==> src/rtl/can_trig_pkg.sv <==
/*
 * Shared constants, enumerations and carrier structs for the passive CAN trigger monitor.
 * Assumes a 10 MHz sampling clock and a digitized bus line brought in from outside its domain.
 */
package can_trig_pkg;

	localparam int CLK_HZ = 10000000;
	localparam int MAX_BIT_HZ = 1000000;
	localparam logic [15:0] MIN_BIT_CYC = 16'(CLK_HZ / MAX_BIT_HZ);
	localparam logic [6:0] PCT_FULL = 7'h64;
	localparam int BASE_ID_W = 11;
	localparam int EXT_ID_W = 18;
	localparam int ID_W = 29;
	localparam int CRC_W = 15;
	localparam logic [14:0] CRC_POLY = 15'h4599;
	localparam logic [2:0] STUFF_RUN = 3'h5;
	localparam logic [2:0] EOF_BITS = 3'h7;
	localparam logic [3:0] MAX_BYTES = 4'h8;
	localparam logic [2:0] IDLE_BITS = 3'h7;

	typedef enum logic [2:0] {TRG_SOF, TRG_EOF, TRG_FRAME, TRG_ERROR, TRG_ID, TRG_ID_DATA} trig_mode_e;
	typedef enum logic [2:0] {FS_DATA, FS_REMOTE, FS_DATA_REMOTE, FS_ERROR, FS_OVERLOAD} frame_sel_e;
	typedef enum logic [1:0] {IDT_BASE, IDT_EXT, IDT_ANY} id_type_e;
	typedef enum logic [1:0] {CMP_EQ, CMP_RANGE} id_cmp_e;

	typedef struct packed {
		logic stuffErr;
		logic formErr;
		logic ackErr;
		logic crcErr;
	} err_set_s;

	typedef struct packed {
		trig_mode_e mode;
		frame_sel_e frameSel;
		id_type_e idType;
		id_cmp_e idCmp;
		logic lowLine;
		logic [15:0] bitCycles;
		logic [6:0] samplePct;
		err_set_s errEnable;
		logic [28:0] idValue;
		logic [28:0] idMask;
		logic [28:0] idHigh;
		logic [63:0] dataValue;
		logic [63:0] dataMask;
		logic [3:0] dataLen;
	} trig_cfg_s;

	typedef struct packed {
		logic trigger;
		logic frameDone;
		logic extended;
		logic remote;
		logic [28:0] ident;
		logic [3:0] dlc;
		err_set_s errors;
	} trig_stat_s;

endpackage

==> src/rtl/can_frame_trigger_monitor.sv <==
/*
 * Passive CAN frame trigger monitor: bit timing, destuffing, frame parsing and trigger selection.
 * Assumes a digitized bus line from outside the clock domain and a configuration held stable by the user.
 */
// Notes on behaviour
// [RULE1] Start-of-frame mode fires on the falling edge that starts the dominant SOF bit.
// [RULE2] End-of-frame mode fires after the seventh recessive end-of-frame bit.
// [RULE3] Whole 11-bit base or 29-bit extended identifier is extracted.
// [RULE4] Extended identifier is 11-bit first part followed by 18-bit extension.
// [RULE5] Lower identifier wins arbitration; nodes handle this, monitor only observes.
// [RULE6] A node losing arbitration stops, waits, then retries its frame.
// [RULE7] One dominant SOF bit begins every frame and starts parsing.
// [RULE8] Substitute remote request bit expected only in extended frames at RTR position.
// [RULE9] Data length code gives data bytes, clamped to at most eight.
// [RULE10] Ack slot sent recessive; a correct receiver drives it dominant.
// [RULE11] Frames classified as data, remote, error or overload.
// [RULE12] Data frame selection fires only when identifier format matches the type setting.
// [RULE13] Remote frame has data layout without data field; type filter applies.
// [RULE14] Data-or-remote selection fires on both, still filtered by identifier type.
// [RULE15] Error frame selection fires on an error flag inside the stuffed fields; a flag reaching the end field counts as overload.
// [RULE16] Overload frame selection fires on an overload frame between frames; here it fires only on a dominant bit inside the end field.
// [RULE17] Error mode fires on any enabled stuff, form, ack or CRC error.
// [RULE18] Identifier mode fires on masked equality or on an identifier range.
// [RULE19] Identifier and data mode fires at the end of the last pattern byte.
// [RULE20] Bit value taken at a programmable percentage sample point.
// [RULE21] Bit timing resynchronizes on recessive-to-dominant edges inside the frame.
// [RULE22] Bit rate is a configurable cycle count, limited to 1 Mbit/s.
// [RULE23] Stuff bits after five equal bits are removed through the CRC sequence.
// [RULE24] A sixth equal bit in stuffed fields flags a stuff error.
// [RULE25] Identifier type selects base, extended or any format.
// [RULE26] Bit period and sample instant come from a counter and configured divisor.
// [RULE27] Low bus line is inverted so dominant decodes the same as the high line.
`timescale 1ns/1ns
module can_frame_trigger_monitor
	import can_trig_pkg::*;
(
	input wire logic ref_clk,
	input wire logic rst,
	input wire logic busLine,
	input wire trig_cfg_s cfg,
	output trig_stat_s status
);

	typedef enum {ST_IDLE, ST_SOF, ST_ID_A, ST_RTR_SRR, ST_IDE, ST_ID_B, ST_RTR_EXT, ST_RSV_EXT, ST_RSV, ST_DLC,
		ST_DATA, ST_CRC, ST_CRC_DEL, ST_ACK, ST_ACK_DEL, ST_EOF, ST_ERRFLAG, ST_ERRDEL} parse_state_e;

	// Two flops before any logic reads the pin.
	logic sync1_q, sync2_q, prevLvl_q;

	// Level in high-line sense: 0 means dominant.
	wire logic lvl = cfg.lowLine ? ~sync2_q : sync2_q; // [RULE27]
	wire logic fallEdge = prevLvl_q & ~lvl;

	// The edge detector resets to the recessive idle level, so no false start edge follows reset.
	always_ff @(posedge ref_clk) begin
		sync1_q <= busLine;
		sync2_q <= sync1_q;
		prevLvl_q <= rst ? 1'b1 : lvl;
	end

	// Bit timing.
	wire logic [15:0] bitCyc = (cfg.bitCycles < MIN_BIT_CYC) ? MIN_BIT_CYC : cfg.bitCycles; // [RULE22]
	wire logic [22:0] spProd = bitCyc * cfg.samplePct;
	wire logic [15:0] spCyc = 16'(spProd / 23'(PCT_FULL)); // [RULE20] [RULE26]
	logic [15:0] bitCnt_q;
	wire logic inFrame;
	wire logic resync = fallEdge & inFrame; // [RULE21]
	wire logic sofEdge = fallEdge & ~inFrame;
	// Bits are only sampled inside a frame; the idle line is watched for a start edge alone.
	wire logic sampleNow = (bitCnt_q == spCyc) & inFrame;
	always_ff @(posedge ref_clk) begin
		if (rst | resync | sofEdge)
			bitCnt_q <= 16'h1; // [RULE21] [RULE26]
		else if (bitCnt_q >= bitCyc - 16'h1)
			bitCnt_q <= 16'h0;
		else
			bitCnt_q <= bitCnt_q + 16'h1;
	end

	parse_state_e st_q, st_d;
	assign inFrame = (st_q != ST_IDLE);

	// Destuffing state.
	logic [2:0] runLen_q;
	logic runLvl_q;
	// A stuff bit can follow the final CRC bit and then lands in the delimiter slot.
	// Only that one slot is covered, so a run ending in the delimiter itself is not mistaken for stuffing.
	wire logic stuffTail = (st_q == ST_CRC_DEL) & (runLen_q == STUFF_RUN);
	wire logic stuffZone = (st_q inside {ST_ID_A, ST_RTR_SRR, ST_IDE, ST_ID_B, ST_RTR_EXT, ST_RSV_EXT, ST_RSV,
		ST_DLC, ST_DATA, ST_CRC}) | stuffTail;
	wire logic isStuffBit = stuffZone & (runLen_q == STUFF_RUN) & (lvl != runLvl_q); // [RULE23]
	wire logic stuffErrNow = stuffZone & (runLen_q == STUFF_RUN) & (lvl == runLvl_q); // [RULE24]
	wire logic bitValid = sampleNow & inFrame & ~isStuffBit;

	logic [6:0] fieldCnt_q;
	logic [28:0] id_q;
	logic ext_q, rtr_q;
	logic [3:0] dlc_q;
	logic [63:0] data_q;
	logic [14:0] crc_q, crcRx_q;
	logic [2:0] recCnt_q;

	function automatic logic [3:0] clampLen(input logic [3:0] code);
		clampLen = (code > MAX_BYTES) ? MAX_BYTES : code; // [RULE9]
	endfunction

	// The last length bit is still on the line when the data field length is chosen.
	// Reading the stored code alone would lag that choice by one bit.
	wire logic [3:0] dlcNow = {dlc_q[2:0], lvl};
	wire logic [3:0] nBytes = rtr_q ? 4'h0 : clampLen(dlc_q);
	wire logic [6:0] dataBits = {nBytes, 3'h0};
	wire logic [3:0] patLen = clampLen(cfg.dataLen);
	wire logic crcFb = lvl ^ crc_q[CRC_W-1];
	wire logic [14:0] crcNext = {crc_q[13:0], 1'b0} ^ (crcFb ? CRC_POLY : 15'h0);
	wire logic lastInField = bitValid & (fieldCnt_q == 7'h0);

	always_comb begin
		st_d = st_q;
		unique case (st_q)
			ST_IDLE: begin
				if (sofEdge)
					st_d = ST_SOF; // [RULE7]
			end
			// The start bit has its own state so that its sample is not shifted into the identifier.
			ST_SOF: begin
				if (bitValid)
					st_d = ST_ID_A; // [RULE7]
			end
			ST_ID_A: begin
				if (lastInField)
					st_d = ST_RTR_SRR;
			end
			ST_RTR_SRR: begin
				if (bitValid)
					st_d = ST_IDE;
			end
			ST_IDE: begin
				if (bitValid)
					st_d = lvl ? ST_ID_B : ST_RSV;
			end
			ST_ID_B: begin
				if (lastInField)
					st_d = ST_RTR_EXT;
			end
			ST_RTR_EXT: begin
				if (bitValid)
					st_d = ST_RSV_EXT;
			end
			// Extended frames carry two reserved bits, base frames only one.
			ST_RSV_EXT: begin
				if (bitValid)
					st_d = ST_RSV;
			end
			ST_RSV: begin
				if (bitValid)
					st_d = ST_DLC;
			end
			ST_DLC: begin
				if (lastInField)
					st_d = (rtr_q || dlcNow == 4'h0) ? ST_CRC : ST_DATA;
			end
			ST_DATA: begin
				if (lastInField)
					st_d = ST_CRC;
			end
			ST_CRC: begin
				if (lastInField)
					st_d = ST_CRC_DEL;
			end
			// A trailing stuff bit must not be taken for the delimiter, so only a valid bit ends it.
			ST_CRC_DEL: begin
				if (bitValid)
					st_d = ST_ACK;
			end
			ST_ACK: begin
				if (sampleNow)
					st_d = ST_ACK_DEL;
			end
			ST_ACK_DEL: begin
				if (sampleNow)
					st_d = ST_EOF;
			end
			// A dominant bit inside the end field is read as an overload flag.
			ST_EOF: begin
				if (sampleNow && (!lvl || fieldCnt_q == 7'h0))
					st_d = lvl ? ST_IDLE : ST_ERRFLAG;
			end
			ST_ERRFLAG: begin
				if (sampleNow && lvl)
					st_d = ST_ERRDEL;
			end
			ST_ERRDEL: begin
				if (sampleNow && recCnt_q == IDLE_BITS - 3'h1)
					st_d = ST_IDLE;
			end
		endcase
		// A stuff error overrides any field step and parks the parser until the line goes quiet.
		if (stuffErrNow && sampleNow)
			st_d = ST_ERRFLAG;
	end

	// Field lengths loaded on entry to each counted field.
	logic [6:0] nextCnt;
	always_comb begin
		nextCnt = 7'h0;
		unique case (st_d)
			ST_ID_A: nextCnt = 7'(BASE_ID_W - 1);
			ST_ID_B: nextCnt = 7'(EXT_ID_W - 1);
			ST_DLC: nextCnt = 7'h3;
			ST_DATA: nextCnt = {clampLen(dlcNow), 3'h0} - 7'h1;
			ST_CRC: nextCnt = 7'(CRC_W - 1);
			ST_EOF: nextCnt = 7'(EOF_BITS - 3'h1);
			default: nextCnt = 7'h0;
		endcase
	end

	// Events of this cycle.
	// A dominant stuff bit in the delimiter slot is legal, hence the valid-bit qualifier.
	wire logic formErrNow = bitValid & ~lvl & (st_q inside {ST_CRC_DEL, ST_ACK_DEL}); // [RULE11]
	wire logic ackErrNow = sampleNow & lvl & (st_q == ST_ACK); // [RULE10]
	wire logic crcErrNow = (st_q == ST_CRC) & lastInField & ({crcRx_q[13:0], lvl} != crc_q);
	wire logic eofDone = (st_q == ST_EOF) & sampleNow & lvl & (fieldCnt_q == 7'h0); // [RULE2]
	wire logic errFrame = (st_d == ST_ERRFLAG) & (st_q != ST_ERRFLAG) & (st_q != ST_EOF);
	wire logic ovlFrame = (st_d == ST_ERRFLAG) & (st_q == ST_EOF); // [RULE16]
	wire err_set_s errNow = '{stuffErr: stuffErrNow & sampleNow, formErr: formErrNow, ackErr: ackErrNow,
		crcErr: crcErrNow};

	wire logic typeOk = (cfg.idType == IDT_ANY) | ((cfg.idType == IDT_EXT) == ext_q); // [RULE25]
	wire logic frameSelOk = (cfg.frameSel == FS_DATA_REMOTE) |
		((cfg.frameSel == FS_REMOTE) == rtr_q); // [RULE12] [RULE13] [RULE14]
	wire logic [28:0] idNorm = ext_q ? id_q : {18'h0, id_q[10:0]}; // [RULE3]
	wire logic idEq = ((idNorm ^ cfg.idValue) & cfg.idMask) == 29'h0;
	wire logic idInRange = (idNorm >= cfg.idValue) & (idNorm <= cfg.idHigh);
	wire logic idOk = typeOk & ((cfg.idCmp == CMP_EQ) ? idEq : idInRange); // [RULE18]
	wire logic [6:0] dataGot = dataBits - fieldCnt_q;
	wire logic patEnd = (st_q == ST_DATA) & bitValid & (dataGot == {patLen, 3'h0});
	wire logic [63:0] patShift = {data_q[62:0], lvl} << (7'(64) - {patLen, 3'h0});
	wire logic [63:0] patMaskSh = cfg.dataMask << (7'(64) - {patLen, 3'h0});
	wire logic [63:0] valSh = cfg.dataValue << (7'(64) - {patLen, 3'h0});
	wire logic dataOk = ((patShift ^ valSh) & patMaskSh) == 64'h0;
	wire logic ctrlEnd = (st_q == ST_DLC) & lastInField;

	logic fire;
	always_comb begin
		fire = 1'b0;
		unique case (cfg.mode)
			TRG_SOF: fire = sofEdge; // [RULE1]
			TRG_EOF: fire = eofDone; // [RULE2]
			TRG_FRAME: begin
				if (cfg.frameSel == FS_ERROR)
					fire = errFrame; // [RULE15]
				else if (cfg.frameSel == FS_OVERLOAD)
					fire = ovlFrame; // [RULE16]
				else
					fire = ctrlEnd & typeOk & frameSelOk; // [RULE12] [RULE13] [RULE14]
			end
			TRG_ERROR: fire = |(errNow & cfg.errEnable); // [RULE17]
			TRG_ID: fire = ctrlEnd & idOk; // [RULE18]
			TRG_ID_DATA: fire = patEnd & ~rtr_q & idOk & dataOk & (patLen <= nBytes); // [RULE19]
			default: fire = 1'b0;
		endcase
	end

	always_ff @(posedge ref_clk) begin
		if (rst) begin
			st_q <= ST_IDLE;
			fieldCnt_q <= 7'h0;
			runLen_q <= 3'h0;
			runLvl_q <= 1'b1;
			recCnt_q <= 3'h0;
		end else begin
			st_q <= st_d;
			if (st_d != st_q)
				fieldCnt_q <= nextCnt;
			else if (bitValid || (sampleNow && st_q == ST_EOF))
				fieldCnt_q <= fieldCnt_q - 7'h1;
			if (sofEdge) begin
				runLen_q <= 3'h1;
				runLvl_q <= 1'b0;
			end else if (sampleNow && stuffZone) begin
				runLen_q <= (lvl == runLvl_q && !isStuffBit) ? runLen_q + 3'h1 : 3'h1; // [RULE23]
				runLvl_q <= lvl;
			end
			if (st_q != ST_ERRDEL)
				recCnt_q <= 3'h0;
			else if (sampleNow)
				recCnt_q <= lvl ? recCnt_q + 3'h1 : 3'h0;
		end
	end

	// Frame content capture.
	always_ff @(posedge ref_clk) begin
		if (rst) begin
			id_q <= 29'h0;
			ext_q <= 1'b0;
			rtr_q <= 1'b0;
			dlc_q <= 4'h0;
			data_q <= 64'h0;
			crc_q <= 15'h0;
			crcRx_q <= 15'h0;
		end else if (sofEdge) begin
			id_q <= 29'h0;
			ext_q <= 1'b0;
			rtr_q <= 1'b0;
			crc_q <= 15'h0;
		end else if (bitValid) begin
			if (st_q inside {ST_ID_A, ST_ID_B})
				id_q <= {id_q[27:0], lvl}; // [RULE3] [RULE4]
			if (st_q == ST_RTR_SRR)
				rtr_q <= lvl; // [RULE8]
			if (st_q == ST_IDE)
				ext_q <= lvl;
			if (st_q == ST_RTR_EXT)
				rtr_q <= lvl; // [RULE8] [RULE13]
			if (st_q == ST_DLC)
				dlc_q <= {dlc_q[2:0], lvl}; // [RULE9]
			if (st_q == ST_DATA)
				data_q <= {data_q[62:0], lvl};
			if (st_q == ST_CRC)
				crcRx_q <= {crcRx_q[13:0], lvl};
			else
				crc_q <= crcNext;
		end
	end

	// All outputs come from flops.
	always_ff @(posedge ref_clk) begin
		if (rst) begin
			status <= '0;
		end else begin
			status.trigger <= fire;
			status.frameDone <= eofDone;
			status.errors <= errNow;
			status.extended <= ext_q;
			status.remote <= rtr_q;
			status.ident <= idNorm;
			status.dlc <= dlc_q;
		end
	end

endmodule

==> config.mk <==
export PLATFORM = sky130hd
export DESIGN_NAME = can_frame_trigger_monitor
export DESIGN_NICKNAME = d
export VERILOG_FILES = /design/src/rtl/can_trig_pkg.sv /design/src/rtl/can_frame_trigger_monitor.sv
export SDC_FILE = /design/constraint.sdc
export NUM_CORES = 1
export LEC_CHECK = 0
export BUFFER_PORTS_ARGS = -buffer_cell sky130_fd_sc_hd__buf_2
export CORE_MARGIN = 2
export CORE_UTILIZATION = 34
export DETAILED_ROUTE_END_ITERATION = 12
export SKIP_LAST_GASP = 1
export SYNTH_ARGS = -nofsm -noshare
export SYNTH_HDL_FRONTEND = slang
export SYNTH_SLANG_ARGS = --single-unit
==> constraint.sdc <==
create_clock -name ref_clk -period 44.1 [get_ports ref_clk]
set_input_delay 8.82 -clock ref_clk [delete_from_list [all_inputs] [get_ports ref_clk]]
set_output_delay 8.82 -clock ref_clk [all_outputs]
set_load 0.03 [all_outputs]
==> run_results.csv <==
group,metric,value,unit
setup_path,crit_arrival,27850,ps
synth,synth_ff_type,"dfxtp_1",
placement,hpwlAfterDp,51.8,mm
cells_and_area,nNetsFinal,3467,
cells_and_area,drive_above_1_share,14.7,%
sta,slew_headroom,21.7,%
sta,setup_violations,0,
clock_network,cts.path.max_buffers,3,
synth,yosysWarningCount,0,
floorplanning,fp.dieArea,65100,um2
clock_network,clk_pin_slew,70,ps
sta,skew,30.4,ps
clock_network,cts_made_buffers,25,
routing,viasPerCell,5.40,
clock_network,clock_latency,550,ps
clock_network,h-tree-depth,1,
setup_path,crit_type,"primary input to register",
placement,gp_congestion,0.954,
cells_and_area,final_cell_mix,"nand2_1, buf_2, dfxtp_1",
routing,ant_nets,0,
hold_path,hp-class,"register to register",
cells_and_area,fin_cells,3863,
grt,grt_pass1_wl,104,mm
setup_path,endpoint_kind,"register",
grt,grt_max_degree,81,
sta,hold_viol,0,
clock_network,root_buffer,"clkbuf_16",
flow_run,cap_violations,0,
grt,grt_pass1_vias,19300,
sta,worstMarginPinSlew,1170,ps
clock_network,cts_setup_buffers,0,
cells_and_area,n_fill_cell,6579,
floorplanning,fp.dieH,255,um
synth,ys_types,123,
run_status,status,"complete, no violations",
routing,drcViolationCount,0,
routing,detail_route.wl_per_cell,17.1,um
synth,synth_edf_count,0,
floorplanning,rows,92,
routing,vias,20900,
synth,synth_nets,3254,
placement,dp_cells,3817,
sta,setup_tns,0,ps
synth,seq_area_frac_synth,21.7,%
sta,rsz0062_at_grt,"false",
setup_path,path_buf_inv,4,
synth,synthesis.area,21400,um2
grt,overflow,0,
setup_path,path_delay_family,"compound AO/OA/AOI/OAI gates",
cells_and_area,final_common_cell,"nand2_1",
synth,syn_avg_cell_area,7.70,um2
sta,fin_crit_sh,62.0,%
synth,synthArstFlopShare,0,%
clock_network,cts-resized-gates,0,
setup_path,crit_slowest_cell,"xnor2_1",
floorplanning,num_io_pins,301,
clock_network,hold_buffers,0,
synth,syn_inst,2785,
setup_path,required,44590,ps
sta,fin_crit,27360,ps
floorplanning,start_util,34.2,%
routing,drt-pass1-iter-count,6,
setup_path,slowest_delay,850,ps
setup_path,worstPathMaxFanout,14,
grt,antenna_found_initial,0,
routing,drt_iter0_drc,1647,
synth,ys_ff_latch,233,
cells_and_area,insertedDiodeCount,0,
floorplanning,die_w,255,um
sta,slew_viol_final,0,
grt,grtUsageTotal,19.5,%
placement,io_buffers,300,
cells_and_area,area_delta_synth_final,13.9,%
routing,wl,66.1,mm
setup_path,cp-start-kind,"primary input",
sta,clock.fmax,0.0366,GHz
clock_network,cts_tree,"built",
floorplanning,core-area,62700,um2
clock_network,cts_sinks,233,
cells_and_area,post-route-util,39.0,%
## flip-flops by register name, indices dropped and copies added, names as in the netlist
name / cells
sync2_q: 1
fieldCnt_q: 7
bitCnt_q: 16
rtr_q: 1
ext_q: 1
recCnt_q: 3
crc_q: 15
crcRx_q: 14
status: 41
data_q: 63
dlc_q: 4
sync1_q: 1
runLen_q: 3
runLvl_q: 1
st_q: 32
id_q: 29
prevLvl_q: 1
## cells in the mapped netlist, types with 8 or more instances
| master | count | area, um2 |
|---|---|---|
| dfxtp_1 | 233 | 4660 |
| o21ai_1 | 17 | 85.1 |
| buf_1 | 8 | 30.0 |
| o22ai_1 | 37 | 231 |
| a211oi_2 | 9 | 113 |
| nor3_1 | 47 | 235 |
| o21ai_0 | 88 | 440 |
| a21o_1 | 31 | 233 |
| a221oi_1 | 12 | 105 |
| a2111oi_0 | 8 | 70.1 |
| o21a_1 | 17 | 128 |
| and3_1 | 19 | 119 |
| nand2b_1 | 35 | 219 |
| mux2i_1 | 15 | 150 |
| o211ai_1 | 21 | 158 |
| a32oi_1 | 11 | 96.3 |
| a22oi_1 | 22 | 165 |
| ha_1 | 140 | 1750 |
| o31ai_1 | 10 | 75.1 |
| a31oi_1 | 38 | 238 |
| a41oi_1 | 8 | 70.1 |
| a211o_1 | 14 | 123 |
| and2_1 | 119 | 744 |
| xnor2_1 | 66 | 578 |
| nor2b_1 | 83 | 519 |
| nand3_1 | 75 | 375 |
| inv_1 | 176 | 661 |
| or3_1 | 14 | 87.6 |
| nor4_1 | 27 | 169 |
| xor2_1 | 119 | 1040 |
| fa_1 | 69 | 1380 |
| and4_1 | 10 | 87.6 |
| clkbuf_1 | 92 | 345 |
| a211oi_1 | 42 | 315 |
| buf_2 | 22 | 110 |
| a21oi_1 | 230 | 1150 |
| nand4_1 | 39 | 244 |
| nor2_1 | 168 | 631 |
| nand2_1 | 400 | 1500 |
| or4_1 | 8 | 60.1 |
## worst reg2reg max path, delay by kind of cell, from the launching register on
kind | cells | cell delay [ps]
compound gates | 22 | 3400
simple gates | 10 | 1060
fa+ha+maj | 1 | 330
flops | 1 | 510
## layout make-up
type	instances	area, um2	share of cell area, %
inverter	177	664	2.72
sequential	233	4660	19.1
timing repair buffer	314	1610	6.58
clock buffer	34	709	2.90
multi-input combinational	2247	15600	63.8
tap	846	1060	4.33
clock inverter	12	131	0.538
## metal layers
metal / part of all wire (%) / vias to the layer above / GRT usage (%)
met2: 45 / 741 / 31.7
met4: 2.3 / 0 / 4.39
met1: 46 / 9717 / 27.3
li1: - / 10300 / -
met3: 6.2 / 107 / 2.58
met5: 0 / - / 0
## logic make-up (layout without fill, tap and decap cells)
logic type,Yosys count,count (layout),synth area share (%)
xor+xnor,187,187,7.71
simple gates,1088,1088,25.1
mux,24,24,1.20
flops,233,233,21.7
fa+ha+maj,211,211,14.7
buf+inv,305,537,5.63
compound gates,737,737,23.9
## metrics by stage
stage / setup WS, ps / hold WS [ps] / area [um2]
CTS: 17060 / 461 / 24400
global placement: 16840 / 445 / 23600
global route: 15140 / 468 / 24400
floorplan: 19650 / 310 / 21400
finish: 16740 / 449 / 24400
detailed placement: 16550 / 450 / 23600
## path summary, 6_finish.rpt
check,from,end,slack (ps),cells past startpoint
setup / recovery,cfg[241],fieldCnt_q[4],16740,57
hold reg to reg,id_q[0],id_q[1],450,2
hold / removal,id_q[0],id_q[1],450,2
setup reg to reg,id_q[1],status[40],38670,33
Power is left out: the tool's default activity adds up to more than one toggle a clock period on the data nets, which glitch-free logic cannot reach.
